### src/rtl/pms_pkg.sv
// Shared constants and types for the VC-3 path overhead monitor sink
package pms_pkg;

    // Frame geometry: 9 rows of 85 columns, overhead in column 0
    localparam logic [6:0] LAST_COL = 7'h54;
    localparam logic [3:0] LAST_ROW = 4'h8;
    localparam logic [3:0] ROW_TRACE = 4'h0;
    localparam logic [3:0] ROW_PARITY = 4'h1;
    localparam logic [3:0] ROW_LABEL = 4'h2;
    localparam logic [3:0] ROW_STATUS = 4'h3;

    // Status byte fields (bit 1 of the byte is the MSB)
    localparam int unsigned REI_MSB = 7;
    localparam int unsigned REI_LSB = 4;
    localparam int unsigned RDI_BIT = 3;
    localparam logic [3:0] REI_MAX = 4'h8;

    // Data values
    localparam logic [7:0] ALL_ONES = 8'hff;
    localparam logic [7:0] UNEQ_LABEL = 8'h00;

    // Persistence in frames
    localparam logic [2:0] TRACE_PERSIST = 3'h3;
    localparam logic [2:0] LABEL_PERSIST = 3'h5;
    localparam logic [2:0] RDI_PERSIST = 3'h5;

    // Register byte offsets
    localparam logic [7:0] REG_CTRL = 8'h00;
    localparam logic [7:0] REG_DEG = 8'h04;
    localparam logic [7:0] REG_STATUS = 8'h08;
    localparam logic [7:0] REG_PM_DS = 8'h0c;
    localparam logic [7:0] REG_PM_NEBC = 8'h10;
    localparam logic [7:0] REG_PM_FEBC = 8'h14;
    localparam logic [7:0] REG_INT_STS = 8'h18;
    localparam logic [7:0] REG_INT_MASK = 8'h1c;

    // Control, degrade and status register fields
    localparam int unsigned CTRL_MON_BIT = 0;
    localparam int unsigned CTRL_SSF_EN_BIT = 1;
    localparam int unsigned CTRL_RDI_EN_BIT = 2;
    localparam int unsigned CTRL_TIM_DIS_BIT = 3;
    localparam int unsigned CTRL_FMT_BIT = 4;
    localparam int unsigned CTRL_EXP_LSB = 8;
    localparam int unsigned DEG_M_LSB = 16;
    localparam int unsigned STAT_ACC_LSB = 8;
    localparam int unsigned STAT_RX_LSB = 16;
    localparam int unsigned STAT_PV_LSB = 24;

    // Reset values
    localparam logic [15:0] DEG_THR_RESET = 16'h0020;
    localparam logic [3:0] DEG_M_RESET = 4'h2;

    // Incoming stream, as sampled by the reference clock
    typedef struct packed {
        logic clk;
        logic fs;
        logic ssf;
        logic [7:0] data;
    } pms_stream_s;

    // Correlated reports, also the interrupt layout
    typedef struct packed {
        logic ssf;
        logic rdi;
        logic deg;
        logic tim;
        logic uneq;
    } pms_report_s;

    // Frame alignment progress, Gray coded
    typedef enum logic [1:0] {
        FR_HUNT = 2'b00,
        FR_FIRST = 2'b01,
        FR_LOCKED = 2'b11
    } pms_frame_e;

endpackage

### src/rtl/pms_path_monitor_sink.sv
// VC-3 path overhead monitor sink with APB registers and interrupt
`timescale 1ns/100ps
`default_nettype none

module pms_path_monitor_sink
    import pms_pkg::*;
#(
    parameter int unsigned CNT_W = 16
) (
    input wire logic i_ref_clk,
    input wire logic i_rst_n,
    input wire logic i_psel,
    input wire logic i_penable,
    input wire logic i_pwrite,
    input wire logic [7:0] i_paddr,
    input wire logic [31:0] i_pwdata,
    output logic [31:0] o_prdata,
    output logic o_pready,
    output logic o_pslverr,
    input wire logic i_stream_clk,
    input wire logic [7:0] i_stream_data,
    input wire logic i_frame_start,
    input wire logic i_server_signal_fail_in,
    input wire logic i_equipment_defect,
    input wire logic i_one_second,
    output logic [7:0] o_data,
    output logic o_data_valid,
    output logic o_frame_start,
    output logic o_trail_signal_fail_out,
    output logic o_trail_signal_degrade_out,
    output logic o_remote_defect_to_source,
    output logic [3:0] o_remote_error_to_source,
    output logic o_irq
);

    // Run length of matching frames, saturating
    function automatic logic [2:0] run_next(input logic [2:0] cnt, input logic hit);
        if (!hit) begin
            return 3'h0;
        end
        return (cnt == 3'h7) ? cnt : cnt + 3'h1;
    endfunction

    // Number of set bits in a byte
    function automatic logic [3:0] ones8(input logic [7:0] v);
        logic [3:0] n;
        n = 4'h0;
        for (int i = 0; i < 8; i++) begin
            n = n + {3'h0, v[i]};
        end
        return n;
    endfunction

    pms_stream_s in_raw; // Pins gathered
    pms_stream_s sync1; // First stage, read only by sync2
    pms_stream_s sync2;
    pms_stream_s sync3;
    logic clk_f; // Filtered stream clock level
    logic ssf_f; // Filtered server fail level
    logic byte_edge; // One cycle per stream byte
    logic [7:0] rx_byte;
    logic rx_fs;

    assign in_raw = {i_stream_clk, i_frame_start, i_server_signal_fail_in, i_stream_data};

    // Three-stage synchroniser for every stream pin
    always_ff @(posedge i_ref_clk or negedge i_rst_n) begin
        if (!i_rst_n) begin
            sync1 <= '0;
            sync2 <= '0;
            sync3 <= '0;
        end else begin
            sync1 <= in_raw;
            sync2 <= sync1;
            sync3 <= sync2;
        end
    end

    // Levels move only when stages two and three agree
    always_ff @(posedge i_ref_clk or negedge i_rst_n) begin
        if (!i_rst_n) begin
            clk_f <= 1'b0;
            ssf_f <= 1'b0;
        end else begin
            if (sync2.clk == sync3.clk) begin
                clk_f <= sync3.clk;
            end
            if (sync2.ssf == sync3.ssf) begin
                ssf_f <= sync3.ssf;
            end
        end
    end

    // rising stream clock
    // Data settles long before the edge, so stage three is safe to take
    assign byte_edge = sync2.clk & sync3.clk & ~clk_f;
    assign rx_byte = sync3.data;
    assign rx_fs = sync3.fs;

    pms_frame_e frame_state;
    logic [6:0] col; // Column of the next byte
    logic [3:0] row; // Row of the next byte
    logic [6:0] cur_col;
    logic [3:0] cur_row;
    logic aligned;
    logic is_trace, is_parity, is_label, is_status;

    assign cur_col = rx_fs ? 7'h00 : col;
    assign cur_row = rx_fs ? 4'h0 : row;
    assign aligned = rx_fs | (frame_state != FR_HUNT);
    assign is_trace = aligned && cur_col == 7'h00 && cur_row == ROW_TRACE;
    assign is_parity = aligned && cur_col == 7'h00 && cur_row == ROW_PARITY;
    assign is_label = aligned && cur_col == 7'h00 && cur_row == ROW_LABEL;
    assign is_status = aligned && cur_col == 7'h00 && cur_row == ROW_STATUS;

    // Byte position counters and alignment state
    always_ff @(posedge i_ref_clk or negedge i_rst_n) begin
        if (!i_rst_n) begin
            col <= 7'h00;
            row <= 4'h0;
            frame_state <= FR_HUNT;
        end else if (byte_edge) begin
            if (cur_col == LAST_COL) begin
                col <= 7'h00;
                row <= (cur_row == LAST_ROW) ? 4'h0 : cur_row + 4'h1;
            end else begin
                col <= cur_col + 7'h01;
                row <= cur_row;
            end
            if (rx_fs) begin
                case (frame_state)
                    FR_HUNT: frame_state <= FR_FIRST;
                    FR_FIRST: frame_state <= FR_LOCKED;
                    FR_LOCKED: frame_state <= FR_LOCKED;
                    default: frame_state <= FR_HUNT;
                endcase
            end
        end
    end

    logic [7:0] bip_acc; // Parity of the frame in progress
    logic [7:0] bip_prev; // Parity of the previous frame
    logic [3:0] pv_cnt; // Violations in this frame's parity byte
    logic ev_near; // Near-end errored block
    logic ev_far; // Far-end errored block
    logic [3:0] rei_code;

    assign pv_cnt = ones8(bip_prev ^ rx_byte);
    // any violation is an errored block
    // The first frame after alignment has no complete predecessor
    assign ev_near = byte_edge & is_parity & (frame_state == FR_LOCKED) & (pv_cnt != 4'h0);
    // only bits 1 to 4 are looked at
    assign rei_code = rx_byte[REI_MSB:REI_LSB];
    // codes 1..8 count one, others none
    assign ev_far = byte_edge & is_status & (rei_code != 4'h0) & (rei_code <= REI_MAX);

    always_ff @(posedge i_ref_clk or negedge i_rst_n) begin
        if (!i_rst_n) begin
            bip_acc <= 8'h00;
            bip_prev <= 8'h00;
        end else if (byte_edge) begin
            if (rx_fs) begin
                bip_prev <= bip_acc;
                bip_acc <= rx_byte;
            end else begin
                bip_acc <= bip_acc ^ rx_byte;
            end
        end
    end

    always_ff @(posedge i_ref_clk or negedge i_rst_n) begin
        if (!i_rst_n) begin
            o_remote_error_to_source <= 4'h0;
        end else if (byte_edge && is_parity) begin
            o_remote_error_to_source <= (frame_state == FR_LOCKED) ? pv_cnt : 4'h0;
        end
    end

    logic [7:0] rx_trace; // Latest trace byte
    logic [7:0] acc_trace; // Accepted trace byte
    logic acc_trace_ok;
    logic [2:0] trace_run;
    logic [7:0] rx_label;
    logic [7:0] acc_label;
    logic acc_label_ok;
    logic [2:0] label_run;
    logic remote_defect;
    logic [2:0] rdi_run;
    logic [2:0] next_trace_run;
    logic [2:0] next_label_run;
    logic [2:0] next_rdi_run;

    assign next_trace_run = run_next(trace_run, rx_byte == rx_trace && frame_state != FR_HUNT);
    assign next_label_run = run_next(label_run, rx_byte == rx_label && frame_state != FR_HUNT);
    assign next_rdi_run = run_next(rdi_run, rx_byte[RDI_BIT] != remote_defect);

    always_ff @(posedge i_ref_clk or negedge i_rst_n) begin
        if (!i_rst_n) begin
            rx_trace <= 8'h00;
            acc_trace <= 8'h00;
            acc_trace_ok <= 1'b0;
            trace_run <= 3'h0;
        end else if (byte_edge && is_trace) begin
            rx_trace <= rx_byte;
            trace_run <= next_trace_run;
            if (next_trace_run >= TRACE_PERSIST - 3'h1) begin
                acc_trace <= rx_byte;
                acc_trace_ok <= 1'b1;
            end
        end
    end

    // signal label accepted after repeated frames
    always_ff @(posedge i_ref_clk or negedge i_rst_n) begin
        if (!i_rst_n) begin
            rx_label <= 8'h00;
            acc_label <= 8'h00;
            acc_label_ok <= 1'b0;
            label_run <= 3'h0;
        end else if (byte_edge && is_label) begin
            rx_label <= rx_byte;
            label_run <= next_label_run;
            if (next_label_run >= LABEL_PERSIST - 3'h1) begin
                acc_label <= rx_byte;
                acc_label_ok <= 1'b1;
            end
        end
    end

    // remote defect flips after persistent change
    always_ff @(posedge i_ref_clk or negedge i_rst_n) begin
        if (!i_rst_n) begin
            remote_defect <= 1'b0;
            rdi_run <= 3'h0;
        end else if (byte_edge && is_status) begin
            if (next_rdi_run >= RDI_PERSIST) begin
                remote_defect <= ~remote_defect;
                rdi_run <= 3'h0;
            end else begin
                rdi_run <= next_rdi_run;
            end
        end
    end

    // Configuration registers
    logic ctrl_mon, ctrl_ssf_en, ctrl_rdi_en, ctrl_tim_dis, ctrl_fmt;
    logic [7:0] exp_trace;
    logic [15:0] deg_thr;
    logic [3:0] deg_m;
    logic unequipped, trace_mismatch, degrade;

    assign unequipped = acc_label_ok && acc_label == UNEQ_LABEL;
    assign trace_mismatch = acc_trace_ok && !ctrl_tim_dis && (ctrl_fmt ?
        acc_trace[6:0] != exp_trace[6:0] : acc_trace != exp_trace);

    logic [CNT_W-1:0] near_cnt, far_cnt; // Running counts this second
    logic near_ds_acc, far_ds_acc; // Defect seen this second
    logic [CNT_W-1:0] pm_nebc, pm_febc;
    logic pm_nds, pm_fds;
    logic [3:0] bad_run, good_run;
    logic trail_fail;

    assign trail_fail = ssf_f | unequipped | trace_mismatch;

    always_ff @(posedge i_ref_clk or negedge i_rst_n) begin
        if (!i_rst_n) begin
            near_cnt <= '0;
            far_cnt <= '0;
            near_ds_acc <= 1'b0;
            far_ds_acc <= 1'b0;
            pm_nebc <= '0;
            pm_febc <= '0;
            pm_nds <= 1'b0;
            pm_fds <= 1'b0;
        end else if (i_one_second) begin
            pm_nebc <= near_cnt + CNT_W'(ev_near);
            pm_febc <= far_cnt + CNT_W'(ev_far);
            pm_nds <= near_ds_acc | trail_fail | i_equipment_defect;
            pm_fds <= far_ds_acc | remote_defect;
            near_cnt <= '0;
            far_cnt <= '0;
            near_ds_acc <= 1'b0;
            far_ds_acc <= 1'b0;
        end else begin
            near_cnt <= near_cnt + CNT_W'(ev_near);
            far_cnt <= far_cnt + CNT_W'(ev_far);
            near_ds_acc <= near_ds_acc | trail_fail | i_equipment_defect;
            far_ds_acc <= far_ds_acc | remote_defect;
        end
    end

    // degrade over consecutive bad seconds
    // A window count of zero behaves as one
    always_ff @(posedge i_ref_clk or negedge i_rst_n) begin
        if (!i_rst_n) begin
            degrade <= 1'b0;
            bad_run <= 4'h0;
            good_run <= 4'h0;
        end else if (i_one_second) begin
            if ((near_cnt + CNT_W'(ev_near)) >= CNT_W'(deg_thr)) begin
                good_run <= 4'h0;
                bad_run <= (bad_run == 4'hf) ? bad_run : bad_run + 4'h1;
                if (bad_run + 4'h1 >= deg_m) begin
                    degrade <= 1'b1;
                end
            end else begin
                bad_run <= 4'h0;
                good_run <= (good_run == 4'hf) ? good_run : good_run + 4'h1;
                if (good_run + 4'h1 >= deg_m) begin
                    degrade <= 1'b0;
                end
            end
        end
    end

    always_ff @(posedge i_ref_clk or negedge i_rst_n) begin
        if (!i_rst_n) begin
            o_trail_signal_fail_out <= 1'b0;
            o_remote_defect_to_source <= 1'b0;
            o_trail_signal_degrade_out <= 1'b0;
        end else begin
            o_trail_signal_fail_out <= trail_fail;
            o_remote_defect_to_source <= trail_fail;
            o_trail_signal_degrade_out <= degrade;
        end
    end

    // all-ones replaces data immediately
    // Acting on the next byte keeps far inside the allowed time
    always_ff @(posedge i_ref_clk or negedge i_rst_n) begin
        if (!i_rst_n) begin
            o_data <= 8'h00;
            o_frame_start <= 1'b0;
            o_data_valid <= 1'b0;
        end else begin
            o_data_valid <= byte_edge;
            if (byte_edge) begin
                o_data <= (unequipped | trace_mismatch) ? ALL_ONES : rx_byte;
                o_frame_start <= rx_fs;
            end
        end
    end

    pms_report_s rpt, next_rpt, rpt_prev;

    always_comb begin
        next_rpt.uneq = unequipped & ctrl_mon;
        next_rpt.tim = trace_mismatch & ~unequipped & ctrl_mon;
        next_rpt.deg = degrade & ~trace_mismatch & ctrl_mon;
        next_rpt.ssf = ssf_f & ctrl_mon & ctrl_ssf_en;
        next_rpt.rdi = remote_defect & ~unequipped & ~trace_mismatch & ctrl_mon & ctrl_rdi_en;
    end

    // Report register and its previous value for edge events
    always_ff @(posedge i_ref_clk or negedge i_rst_n) begin
        if (!i_rst_n) begin
            rpt <= '0;
            rpt_prev <= '0;
        end else begin
            rpt <= next_rpt;
            rpt_prev <= rpt;
        end
    end

    // APB decode
    logic wr_en, rd_setup, addr_hit;
    logic [4:0] int_sts, int_mask, int_set;
    logic [31:0] rd_val;

    assign wr_en = i_psel & i_penable & i_pwrite;
    assign rd_setup = i_psel & ~i_penable & ~i_pwrite;
    assign addr_hit = (i_paddr[1:0] == 2'b00) && (i_paddr <= REG_INT_MASK);
    assign o_pready = 1'b1;
    // Unmapped addresses answer with an error
    assign o_pslverr = i_psel & i_penable & ~addr_hit;
    assign int_set = rpt & ~rpt_prev;

    // Configuration writes
    always_ff @(posedge i_ref_clk or negedge i_rst_n) begin
        if (!i_rst_n) begin
            {ctrl_mon, ctrl_ssf_en, ctrl_rdi_en, ctrl_tim_dis, ctrl_fmt} <= 5'h00;
            exp_trace <= 8'h00;
            deg_thr <= DEG_THR_RESET;
            deg_m <= DEG_M_RESET;
            int_mask <= 5'h00;
        end else if (wr_en) begin
            case (i_paddr)
                REG_CTRL: begin
                    ctrl_mon <= i_pwdata[CTRL_MON_BIT];
                    ctrl_ssf_en <= i_pwdata[CTRL_SSF_EN_BIT];
                    ctrl_rdi_en <= i_pwdata[CTRL_RDI_EN_BIT];
                    ctrl_tim_dis <= i_pwdata[CTRL_TIM_DIS_BIT];
                    ctrl_fmt <= i_pwdata[CTRL_FMT_BIT];
                    exp_trace <= i_pwdata[CTRL_EXP_LSB +: 8];
                end
                REG_DEG: begin
                    deg_thr <= i_pwdata[15:0];
                    deg_m <= i_pwdata[DEG_M_LSB +: 4];
                end
                REG_INT_MASK: int_mask <= i_pwdata[4:0];
                default: int_mask <= int_mask;
            endcase
        end
    end

    // Sticky interrupt status, a new event beats a clear
    always_ff @(posedge i_ref_clk or negedge i_rst_n) begin
        if (!i_rst_n) begin
            int_sts <= 5'h00;
        end else if (wr_en && i_paddr == REG_INT_STS) begin
            int_sts <= (int_sts & ~i_pwdata[4:0]) | int_set;
        end else begin
            int_sts <= int_sts | int_set;
        end
    end

    // Level interrupt while any unmasked status bit stands
    always_ff @(posedge i_ref_clk or negedge i_rst_n) begin
        if (!i_rst_n) begin
            o_irq <= 1'b0;
        end else begin
            o_irq <= |(int_sts & int_mask);
        end
    end

    // Read multiplexer
    always_comb begin
        rd_val = 32'h0000_0000;
        case (i_paddr)
            REG_CTRL: rd_val = {16'h0000, exp_trace, 3'h0, ctrl_fmt, ctrl_tim_dis,
                ctrl_rdi_en, ctrl_ssf_en, ctrl_mon};
            REG_DEG: rd_val = {12'h000, deg_m, deg_thr};
            REG_STATUS: rd_val = {4'h0, o_remote_error_to_source, rx_trace, acc_trace,
                3'h0, rpt};
            REG_PM_DS: rd_val = {30'h0000_0000, pm_fds, pm_nds};
            REG_PM_NEBC: rd_val = 32'(pm_nebc);
            REG_PM_FEBC: rd_val = 32'(pm_febc);
            REG_INT_STS: rd_val = {27'h000_0000, int_sts};
            REG_INT_MASK: rd_val = {27'h000_0000, int_mask};
            default: rd_val = 32'h0000_0000;
        endcase
    end

    // Read data captured in the setup cycle, held through access
    always_ff @(posedge i_ref_clk or negedge i_rst_n) begin
        if (!i_rst_n) begin
            o_prdata <= 32'h0000_0000;
        end else if (rd_setup) begin
            o_prdata <= rd_val;
        end
    end

endmodule

`default_nettype wire

### config.mk
export PLATFORM = sky130hd
export DESIGN_NAME = pms_path_monitor_sink
export DESIGN_NICKNAME = d
export VERILOG_FILES = /design/src/rtl/pms_pkg.sv /design/src/rtl/pms_path_monitor_sink.sv
export SDC_FILE = /design/constraint.sdc
export NUM_CORES = 1
export LEC_CHECK = 0
export ABC_AREA = 0
export ABC_CLOCK_PERIOD_IN_PS = 7600
export BUFFER_PORTS_ARGS = -buffer_cell sky130_fd_sc_hd__buf_4
export CAP_MARGIN = 5
export CORE_ASPECT_RATIO = 1.25
export CORE_MARGIN = 8
export CORE_UTILIZATION = 25
export DETAILED_ROUTE_END_ITERATION = 10
export SETUP_SLACK_MARGIN = 0.02
export SKIP_CTS_REPAIR_TIMING = 1
export SLEW_MARGIN = 20
export SYNTH_ARGS = -nofsm -noshare
export SYNTH_HDL_FRONTEND = slang
export SYNTH_SLANG_ARGS = --single-unit
### constraint.sdc
create_clock -name i_ref_clk -period 7.6 [get_ports i_ref_clk]
set_clock_uncertainty 0.15 [all_clocks]
set_input_delay 1.52 -clock i_ref_clk [delete_from_list [all_inputs] [get_ports i_ref_clk]]
set_output_delay 1.52 -clock i_ref_clk [all_outputs]
set_load 0.02 [all_outputs]
After elaboration in Yosys (flattened, before gate mapping). Index checks and enable logic that the tools add are counted.

Register bits after elaboration: 287. Input port bits: 58. Logic and storage cells: 237.

Add/sub/neg operators: 16. $lt $le $gt $ge: 8. Eq/ne operators: 29. Muxes and demuxes: 30. Bitwise gates (word level): 47. Reductions and logical operators: 39.

Operators by type and width (count): 28-bit case mux with 8 select lines (1); 16-bit by 1-bit adder with 16-bit output (2); 8-bit by 5-bit equality test with 1-bit output (second input constant) (4); 16-bit 2-to-1 mux (2); 4-bit 2-to-1 mux (8); 1-bit bitwise AND (24); 3-bit 2-to-1 mux (7); 2-bit AND reduction (9); 4-bit by 1-bit adder with 4-bit output (4); 8-bit by 4-bit equality test with 1-bit output (second input constant) (2); 8-bit equality test (2); 16-bit greater-or-equal comparator (1); 1-bit logical AND (16); 8-bit zero test (2); 8-bit 2-to-1 mux (2); 8-bit XOR (2); 5-bit bitwise AND (3); 7-bit 2-to-1 mux (2); 4-bit by 1-bit adder with 4-bit output (second input constant) (3); 4-bit equality test (second input constant) (3); 5-bit inverter (2); 5-bit OR (2); 3-bit by 1-bit adder with 3-bit output (second input constant) (3); 3-bit equality test (second input constant) (3); 35 further kinds (60).

Logic depth before layout (Yosys ltp). Gate-level depths: netlist of run 1.

Depth after elaboration: 14. Mapped depth: 26.

Least setup slack after synthesis of run 1. No wires, ideal clock.

Path type: reg-to-reg. From: register sync3 (netlist bit rx_byte[3]). To: register good_run[2]. Library setup time: 0.142 ns. Data arrival time: 6.133 ns. Setup slack: 1.175 ns. Cell stages (with the launch flop): 27. Buffers on the path: 2. Clock period less this slack: 6.425 ns. Path through: dfrtp_1 > clkbuf_1 > xnor2_1 > fa_1 > fa_1 > inv_1 > fa_1 > ha_1 > inv_1 > fa_1 > nor2b_1 > a21oi_1 > nor3b_1 > nor3b_1 > ha_1 > nand3_1 > or2_2 > clkbuf_1 > nor3_1 > xnor2_1 > inv_1 > ha_1 > nand4_1 > or4_1 > a31oi_1 > or3_1 > a211oi_1.

Word-level cells in the longest chain between the ends: 12.

RTL lines: start, declared (line pms_path_monitor_sink.sv:57) `pms_stream_s sync3;`; start signal, assigned (line pms_path_monitor_sink.sv:75) `sync3 <= sync2;`; 8-bit XOR * (line pms_path_monitor_sink.sv:148) `assign pv_cnt = ones8(bip_prev ^ rx_byte);`; 3-bit by 1-bit adder with 4-bit output * (line pms_path_monitor_sink.sv:49) `n = n + {3'h0, v[i]};`; 4-bit by 1-bit adder with 4-bit output * (4 in a row) (line pms_path_monitor_sink.sv:49); 4-bit nonzero test * (line pms_path_monitor_sink.sv:151) `assign ev_near = byte_edge & is_parity & (frame_state == FR_LOCKED) & (pv_cnt != 4'h0);`; 1-bit bitwise AND * (line pms_path_monitor_sink.sv:151); 16-bit by 1-bit adder with 16-bit output * (line pms_path_monitor_sink.sv:300) `if ((near_cnt + CNT_W'(ev_near)) >= CNT_W'(deg_thr)) begin`; 16-bit greater-or-equal comparator * (line pms_path_monitor_sink.sv:300); 2-bit inequality test (no line); 2-bit AND reduction (no line); end signal, assigned (line pms_path_monitor_sink.sv:308) `good_run <= (good_run == 4'hf) ? good_run : good_run + 4'h1;`; end, declared (line pms_path_monitor_sink.sv:260) `logic [3:0] bad_run, good_run;`.

Mark *: on every way between the ends. The rest lies on a longest branch, timed or not. A chain may end at the register's enable or synchronous reset.

Final worst setup path of run 1.
From: register bip_prev[1]. To: register bad_run[1].

Word-level cells in the longest chain between the ends: 14.

RTL lines: start, declared (line pms_path_monitor_sink.sv:142) `logic [7:0] bip_prev;`; start signal, assigned (line pms_path_monitor_sink.sv:163) `bip_prev <= bip_acc;`; 8-bit XOR * (line pms_path_monitor_sink.sv:148); 1-bit by 1-bit adder with 2-bit output * (line pms_path_monitor_sink.sv:49); 2-bit by 1-bit adder with 3-bit output * (line pms_path_monitor_sink.sv:49); 3-bit by 1-bit adder with 4-bit output * (line pms_path_monitor_sink.sv:49); 4-bit by 1-bit adder with 4-bit output * (4 in a row) (line pms_path_monitor_sink.sv:49); 4-bit nonzero test * (line pms_path_monitor_sink.sv:151); 1-bit bitwise AND * (line pms_path_monitor_sink.sv:151); 16-bit by 1-bit adder with 16-bit output * (line pms_path_monitor_sink.sv:300); 16-bit greater-or-equal comparator * (line pms_path_monitor_sink.sv:300); 2-bit inequality test (no line); 2-bit AND reduction (no line); end signal, assigned (line pms_path_monitor_sink.sv:302) `bad_run <= (bad_run == 4'hf) ? bad_run : bad_run + 4'h1;`; end, declared (line pms_path_monitor_sink.sv:260).

Marked as above.

==> impl_metrics.toml, run 1 <==
[grt]
busiest_layer = "met2"
gr-usage-met3_pct = 1.72
grt_start_max_net_pins = 130
grt_overflow_total = 0
antenna_found_initial = 0
met1_usage_pct = 13.2
grt_pass1_vias = 9435
grtUsageTotal_pct = 11.1
use_met2_pct = 20.3
grt_pass1_wl_mm = 54.0

[worst_setup_path]
endpoint = "bad_run[1]$_DFFE_PN0P_"
crit_path_frequent_cell = "fa_1"
crit_buf_inv = 3
r2r-end = "bad_run[1]$_DFFE_PN0P_"
crit_path_max_incr_delay_ps = 560
worst-r2r-cell-count = 24
critPathLaunch = "bip_prev[1]$_DFFE_PN0P_"
r2r-start = "bip_prev[1]$_DFFE_PN0P_"
endpoint_kind = "flop"
cp.required_ps = 7940
start_kind = "flop"
worstPathArrival_ps = 7330
ff2ff_setup_slack_ps = 610
path_cells = "xnor2_1, fa_1, fa_1, inv_1, fa_1, ha_1, inv_1, fa_1, nor2b_1, a21oi_1, nor3b_1, nor3b_2, ha_1, nand3_1, or2_2, nor3_1, xnor2_1, inv_1, ha_1, nand4_1, or4_1, a31oi_1, o311ai_0, o22ai_1"
cp_slowest_cell = "or4_1"
critPathKind = "reg -> reg"
cp_max_fo = 5
crit_cells = 24
crit_family = "adder cells"

[synth]
ys_seq_area_share_pct = 53.7
synth_top_area_cell = "dfrtp_1"
synth_edf_count = 0
yosysWarnings = 0
yosysMostFrequentCell = "dfrtp_1"
ys_top_cells_by_count = "dfrtp_1 (281), nor2_1 (116), nand2_1 (115)"
syn_inst = 1211
yosysUniqueCellTypes = 68
ys_ff_latch = 283
synthTopCellsByArea = "dfrtp_1 (53%), mux2_2 (5.3%), ha_1 (4.1%)"
async_reset_ff_share_pct = 100
syn-mean-instance-area_um2 = 10.9
ys.flop_type = "dfrtp_1"
syn-cell-area_um2 = 13200
synth_top_area_share_pct = 53.3

[placed_design]
hpwl_mm = 24.5
gp_congestion = 0.847
io_buffer_count = 92
post-place-ws_ps = 418

[detailed_routing]
ant_nets = 0
totalWireLength_mm = 34.2
first_pass_iters = 4
num_vias = 9247
detail_route.vias_per_cell = 4.64
drc_errors = 0
drt_iter0_drc = 641
post_drt_wl_per_cell_um = 17.1

[sta]
setup_slack_ps = 614
hold_viol = 0
fin_tns_setup_ps = 0
worstMarginPinSlew_ps = 1000
drv_slew = 0
max_freq_mhz = 143
setup_viol = 0
relSlewSlack_pct = 33.3
period_share_pct = 91.9
period_needed_ps = 6990
rsz0062_at_grt = "no"

[clock_tree]
insertion_delay_ps = 580
clockRootBuffer = "clkbuf_16"
cts_sinks = 283
cts_htree_levels = 1
path_clk_slew_ps = 60
cts_tree = "yes"
cts_buffers = 31
cts.path.max_buffers = 3

[power_and_ir_drop]
ir_worst_vdd_mv = 0.188
cellLeakagePower_nw = 7.35
power.density_nw_per_um2 = 249

[cells_and_area]
final_util_pct = 30.0
fin_nets = 1399
area_delta_synth_final_pct = 19.2
fillers = 5328
drive_gt1_share_pct = 20.3

[floorplan]
die_w_um = 221
pin_count = 110
initial_core_util_pct = 25.2
dieArea_um2 = 60400
die_h_um = 273
coreArea_um2 = 52300
rows = 94

[flow_run]
maxCapViolCount = 0

[hold_path]
min_path_cells = 0
hp-class = "reg -> reg"

[status]
status = "completed"
## cell families (layout without fill, tap and decap cells)
| family | count (synthesis) | count (layout) | share of synthesized area (%) |
|---|---|---|---|
| simple gates | 394 | 394 | 14.3 |
| flops | 283 | 283 | 53.7 |
| compound gates | 192 | 192 | 9.53 |
| buf+inv | 125 | 230 | 3.96 |
| mux | 97 | 97 | 9.00 |
| xor+xnor | 70 | 70 | 4.65 |
| fa+ha+maj | 48 | 48 | 4.77 |
| other cells | 2 | 6 | 0.0570 |
## layout by cell type, fill, tap and decap left out, types with 5 or more instances in the layout
cell	n
o31ai_1	5
xor2_1	31
o22a_1	8
a21oi_1	59
a22oi_1	12
nor3_1	24
nand4_1	14
nor3b_1	5
a31oi_1	13
mux2_2	62
nor2_1	116
a22o_1	8
nand2b_1	11
o41ai_1	5
and3_1	17
clkinv_2	6
nand2_1	115
conb_1	5
or2_2	6
ha_1	43
o21ai_0	35
a311oi_1	9
xnor2_1	39
clkbuf_16	31
inv_1	62
o22ai_1	6
mux2i_1	12
mux2_4	20
nor2b_1	9
buf_4	107
clkbuf_8	8
or3_1	5
nor4_1	5
dfrtp_1	281
nand3_1	42
## worst reg2reg max path: cells and delay by family, from the launching register on
| kind | cells | cell delay [ps] |
|---|---|---|
| buf+inv | 3 | 200 |
| flops | 1 | 380 |
| fa+ha+maj | 7 | 2670 |
| xor+xnor | 2 | 420 |
| compound gates | 4 | 1030 |
| simple gates | 8 | 2060 |
## through the flow
step / power [mW] / instances / instance area [um^2] / hold WS, ps
CTS: 3.96 / 1991 / 15700 / 199
detailed placement: 2.34 / 1933 / 14600 / 187
finish: 3.92 / 1992 / 15700 / 193
global route: 4.12 / 1991 / 15700 / 202
floorplan: 2.11 / 1214 / 13200 / 181
global placement: 2.32 / 1933 / 14600 / 182
## metal layers
metal	share of wire, %	wire length, um
met1	42	14300
met4	2.9	977
met2	52	17800
met5	0	0
met3	3.4	1150
## sequential cells by signal (all words and copies together) (netlist names), 11 cells and up
name      count
far_cnt      16
sync1        11
near_cnt     16
pm_nebc      16
o_prdata     28
sync2        11
deg_thr      16
pm_febc      16
## how the worst min path moves through the flow
stage | slack [ps] | start | endpoint
after floorplan | 180 | sync2[0]$_DFF_PN0_ | rx_byte[0]$_DFF_PN0_
after global placement | 180 | sync2[7]$_DFF_PN0_ | rx_byte[7]$_DFF_PN0_
after detailed placement | 190 | sync1[1]$_DFF_PN0_ | sync2[1]$_DFF_PN0_
after CTS | 200 | sync1[6]$_DFF_PN0_ | sync2[6]$_DFF_PN0_
after global routing | 200 | sync1[3]$_DFF_PN0_ | sync2[3]$_DFF_PN0_
final | 190 | sync1[3]$_DFF_PN0_ | sync2[3]$_DFF_PN0_
## power breakdown
part | leakage (nW) | internal [mW] | switching (mW) | total (mW)
sequential | 3.70 | 1.62 | 0.112 | 1.73
combinational | 3.11 | 0.254 | 0.333 | 0.587
clock | 0.538 | 0.966 | 0.635 | 1.60
total | 7.35 | 2.84 | 1.08 | 3.92
## area by class of cell
| cell class | instances | area (um^2) | share of cell area [%] |
|---|---|---|---|
| multi-input combinational | 806 | 5600 | 35.6 |
| inverter | 63 | 236 | 1.51 |
| sequential | 283 | 7080 | 45.1 |
| timing repair buffer | 109 | 838 | 5.34 |
| clock buffer | 42 | 897 | 5.71 |
| clock inverter | 16 | 209 | 1.33 |
| antenna | 1 | 2.50 | 0.0159 |
| tap | 672 | 841 | 5.35 |
Note: power is estimated with default switching activity, not from simulation.
==> run 2: changes to the inputs <==
Settings changed: GPL_TIMING_DRIVEN set to 0.
==> run 2 against run 1 <==
  * Design area is 0.68% higher
  * Critical endpoint is now bad_run[0]$_DFFE_PN0P_
  * Critical path depth is 2 higher
  * Global-route usage is 0.87 points higher
  * Sequential cell count stayed put
  * Setup slack worse by 240 ps
  * Total power is 3.5% lower
  * Hold slack hardly changed
  * Final cell count is 2.1% higher
  * Largest power group unchanged
  * Clock-buffer cell count is 4 lower
  * Via count is 3.1% higher
  * Clock power is 10% lower
  * Non-clock buffer count is 46 higher
==> impl_metrics.toml, run 2 (synthesis gave the netlist of run 1 again) <==
[status]
status = "completed"

[detailed_routing]
drt_iter0_drc = 673
drc_errors = 0
ant_nets = 0
first_pass_iters = 8
post_drt_wl_per_cell_um = 18.0
num_vias = 9532
detail_route.vias_per_cell = 4.69
totalWireLength_mm = 36.7

[sta]
setup_slack_ps = 373
hold_slack_ps = 193
relSlewSlack_pct = 40.7
drv_slew = 0
setup_viol = 0
hold_viol = 0
period_needed_ps = 7230
rsz0062_at_grt = "no"
worstMarginPinSlew_ps = 890
period_share_pct = 95.1
max_freq_mhz = 138

[worst_setup_path]
worst-r2r-cell-count = 26
start_kind = "flop"
crit_path_max_incr_delay_ps = 630
cp_max_fo = 10
critPathKind = "reg -> reg"
cp.required_ps = 7950
cp_slowest_cell = "or4_4"
endpoint_kind = "flop"
worstPathArrival_ps = 7570

[grt]
grt_overflow_total = 0
antenna_found_initial = 1
grt_pass1_wl_mm = 57.4
grt_start_max_net_pins = 95
grt_pass1_vias = 10000
grtUsageTotal_pct = 12.0

[cells_and_area]
area_delta_synth_final_pct = 20.0
largest_register_ffs = 28
final_cell_mix = "dfrtp_1 (279), nor2_1 (116), nand2_1 (115), buf_4 (96)"
final_cells = 2033
fillers = 5296
final_util_pct = 30.2
drive_gt1_share_pct = 19.8
fin_nets = 1443
regMostFlops = "o_prdata"
final_common_cell = "dfrtp_1"

[floorplan]
rows = 94
die_h_um = 273
die_w_um = 221
initial_core_util_pct = 25.2
dieArea_um2 = 60400
pin_count = 110
coreArea_um2 = 52300

[hold_path]
min_path_cells = 0
hp-class = "reg -> reg"

[clock_tree]
path_clk_slew_ps = 70
insertion_delay_ps = 580
cts.path.max_buffers = 3
cts_buffers = 29
cts_htree_levels = 1
clockRootBuffer = "clkbuf_16"
cts_sinks = 283
cts_tree = "yes"

[placed_design]
hpwl_mm = 27.4
place_inst = 1980
post-place-ws_ps = -756
gp_congestion = 0.874
io_buffer_count = 90

[power_and_ir_drop]
power.density_nw_per_um2 = 239
ir_worst_vdd_mv = 0.190
cellLeakagePower_nw = 7.36

[flow_run]
maxCapViolCount = 0
run 2: area by class of cell:
| type | instances | area (um^2) | area share (%) |
|---|---|---|---|
| Clock buffer | 38 | 820 | 5.18 |
| Buffer | 61 | 285 | 1.80 |
| Clock inverter | 15 | 145 | 0.918 |
| Multi-Input combinational cell | 806 | 5630 | 35.6 |
| Inverter | 63 | 236 | 1.50 |
| Antenna cell | 1 | 2.50 | 0.0158 |
| Timing Repair Buffer | 94 | 771 | 4.87 |
| Sequential cell | 283 | 7090 | 44.8 |
| Tap cell | 672 | 841 | 5.32 |
run 2: path summary, 6_finish.rpt:
kind / startpoint / to / slack [ps]
worst max-delay path: rx_byte[3]$_DFF_PN0_ / bad_run[0]$_DFFE_PN0P_ / 370
worst min-delay path: sync2[5]$_DFF_PN0_ / rx_byte[5]$_DFF_PN0_ / 190
worst max register to register: rx_byte[3]$_DFF_PN0_ / bad_run[0]$_DFFE_PN0P_ / 370
worst min register to register: sync2[5]$_DFF_PN0_ / rx_byte[5]$_DFF_PN0_ / 190
max in group asynchronous: i_rst_n / deg_m[1]$_DFFE_PN1P_ / 5520
min in group asynchronous: i_rst_n / sync1[8]$_DFF_PN0_ / 650
run 2: metal layers:
layer / wire length [um] / global-route usage, % / share of wire (%) / vias up
li1: - / - / - / 4470
met1: 14800 / 13.5 / 40 / 4782
met2: 18700 / 21.8 / 51 / 212
met3: 1450 / 1.73 / 3.9 / 68
met4: 1720 / 5.99 / 4.7 / 0
met5: 0 / 0 / 0 / -
run 2: stage by stage:
stage / TNS [ps] / cell area (um^2) / power [mW]
final: 0 / 15800 / 3.78
after global routing: 0 / 15800 / 3.96
after CTS: -7070 / 15800 / 3.81
after detailed placement: -6490 / 14800 / 2.36
after global placement: -5830 / 14700 / 2.34
after floorplan: 0 / 13200 / 2.11
run 2: report_power, final:
part / switching [mW] / leakage, nW / internal, mW
Combinational: 0.348 / 3.19 / 0.261
Sequential: 0.115 / 3.70 / 1.62
Clock: 0.636 / 0.470 / 0.804
run 2: worst max-delay path: cells and delay by family, from the launching register on:
family	cells	cell delay [ps]
buffers and inverters	4	430
XOR/XNOR	2	540
adder cells (fa/ha/maj)	8	2850
AND/OR/NAND/NOR	10	2240
AO/OA/AOI/OAI	2	400
flip-flops	1	480
==> run 3: changes to the inputs <==
Settings changed: CORE_ASPECT_RATIO 1.25 to 0.6.
==> run 3 against run 2 <==
  * Total power is 1.8% higher
  * Die area is 0.32% higher
  * Global-route usage is 0.52 points higher
  * Non-clock buffer count is 3 higher
  * Setup slack better by 130 ps
==> impl_metrics.toml, run 3 (synthesis gave the netlist of run 1 again) <==
[placed_design]
gp_congestion = 0.893
post-place-ws_ps = -743
place_inst = 2011
hpwl_mm = 29.3
io_buffer_count = 90

[floorplan]
coreArea_um2 = 52300
die_w_um = 312
pin_count = 110
dieArea_um2 = 60600
die_h_um = 194
rows = 65
initial_core_util_pct = 25.2

[cells_and_area]
fillers = 5363
fin_nets = 1446
drive_gt1_share_pct = 20.2
area_delta_synth_final_pct = 21.0
final_cells = 2067
regMostFlops = "o_prdata"
final_cell_mix = "dfrtp_1 (279), nor2_1 (116), nand2_1 (115), buf_4 (100)"
final_common_cell = "dfrtp_1"
largest_register_ffs = 28

[hold_path]
min_path_cells = 0
worstHoldStart = "sync2[5]$_DFF_PN0_"
hp-class = "reg -> reg"
min_to = "rx_byte[5]$_DFF_PN0_"

[clock_tree]
cts_htree_levels = 1
cts_tree = "yes"
insertion_delay_ps = 570
cts_buffers = 29
cts.path.max_buffers = 3
clockRootBuffer = "clkbuf_16"
cts_sinks = 283
path_clk_slew_ps = 60

[worst_setup_path]
r2r-start = "rx_byte[3]$_DFF_PN0_"
cp_slowest_cell = "or4_4"
cp_max_fo = 10
r2r-end = "good_run[1]$_DFFE_PN0P_"
endpoint_kind = "flop"
crit_path_frequent_cell = "fa_1"
critPathKind = "reg -> reg"
ff2ff_setup_slack_ps = 500
cp.required_ps = 7890
worst-r2r-cell-count = 25
crit_path_max_incr_delay_ps = 610
worstPathArrival_ps = 7390
start_kind = "flop"

[detailed_routing]
drc_errors = 0
detail_route.vias_per_cell = 4.73
totalWireLength_mm = 38.8
first_pass_iters = 5
drt_iter0_drc = 844
ant_nets = 0
post_drt_wl_per_cell_um = 18.7
num_vias = 9781

[sta]
rsz0062_at_grt = "no"
worstMarginPinSlew_ps = 881
max_freq_mhz = 141
setup_slack_ps = 499
setup_viol = 0
drv_slew = 0
relSlewSlack_pct = 40.9
hold_viol = 0
period_share_pct = 93.4
period_needed_ps = 7100

[power_and_ir_drop]
p_sw_share_pct = 27.9
power.density_nw_per_um2 = 241
seqPwrFrac_pct = 44.9
intPower_mw = 2.78
p_sw_mw = 1.07
clkPwrFrac_pct = 39.3
ir_worst_vdd_mv = 0.153
combPwrFrac_pct = 15.9
cellLeakagePower_nw = 7.42

[status]
status = "completed"

[grt]
grt_pass1_vias = 9709
grt_start_max_net_pins = 100
grt_pass1_wl_mm = 59.7
antenna_found_initial = 4
grtUsageTotal_pct = 12.5
grt_overflow_total = 0

[flow_run]
maxCapViolCount = 0
-- run 3: changes by cell type in the layout (fill, tap and decap cells not counted), moves of 2 or more --
cell       delta
buf_4         +4
bufinv_16     +3
clkinv_4      -2
xnor2_1       -3
xnor2_2       +3
-- run 3: worst max path at each step --
| stage | slack (ps) | from | to |
|---|---|---|---|
| 6_report | 500 | rx_byte[3]$_DFF_PN0_ | good_run[1]$_DFFE_PN0P_ |
| 5_1_grt | 110 | rx_byte[3]$_DFF_PN0_ | bad_run[1]$_DFFE_PN0P_ |
| 4_1_cts | -790 | rx_byte[3]$_DFF_PN0_ | bad_run[1]$_DFFE_PN0P_ |
| 3_5_place_dp | -740 | rx_byte[3]$_DFF_PN0_ | good_run[1]$_DFFE_PN0P_ |
| 3_3_place_gp | -620 | rx_byte[3]$_DFF_PN0_ | good_run[2]$_DFFE_PN0P_ |
| 2_1_floorplan | 1170 | rx_byte[3]$_DFF_PN0_ | good_run[2]$_DFFE_PN0P_ |
-- run 3: worst max-delay path: cells and delay by family (launching register included) --
family	cells	cell delay [ps]
fa+ha+maj	7	2650
simple gates	8	2210
xor+xnor	2	340
flops	1	470
compound gates	4	740
buf+inv	4	380
-- run 3: through the flow --
| step | cell area (um^2) | total power [mW] | TNS, ps | util, % | hold slack, ps |
|---|---|---|---|---|---|
| final | 16000 | 3.85 | 0 | 30.5 | 196 |
| after global routing | 16000 | 4.05 | 0 | 30.5 | 204 |
| after CTS | 15900 | 3.89 | -6850 | 30.3 | 196 |
| after detailed placement | 14800 | 2.36 | -6330 | 28.4 | 185 |
| after global placement | 14700 | 2.33 | -5250 | 28.2 | 184 |
| after floorplan | 13200 | 2.11 | 0 | - | 181 |
-- run 3: power by group through the flow --
| stage | Combinational [mW] | Clock [mW] | Sequential (mW) |
|---|---|---|---|
| 2_1_floorplan | 0.366 | 0 | 1.74 |
| 3_3_place_gp | 0.584 | 0 | 1.75 |
| 3_5_place_dp | 0.608 | 0 | 1.75 |
| 4_1_cts | 0.612 | 1.55 | 1.72 |
| 5_1_grt | 0.692 | 1.61 | 1.74 |
| 6_report | 0.611 | 1.51 | 1.73 |
-- run 3: layout make-up --
| type | count | area, um^2 | share of cell area [%] |
|---|---|---|---|
| Tap cell | 703 | 880 | 5.51 |
| Inverter | 63 | 236 | 1.48 |
| Antenna cell | 1 | 2.50 | 0.0157 |
| Sequential cell | 283 | 7090 | 44.4 |
| Multi-Input combinational cell | 806 | 5660 | 35.5 |
| Buffer | 60 | 282 | 1.76 |
| Clock inverter | 13 | 181 | 1.14 |
| Timing Repair Buffer | 98 | 801 | 5.02 |
| Clock buffer | 40 | 827 | 5.18 |
-- run 3: per-layer routing --
layer  global-route usage, %  wire (um)  share of wire [%]  vias to the layer above
met3                    4.12       3200                8.3                       53
li1                        -          -                  -                     4468
met1                    19.0      19400                 50                     4933
met4                    2.95        869                2.2                        8
met5                   0.892        111               0.29                        -
met2                    16.5      15200                 39                      319
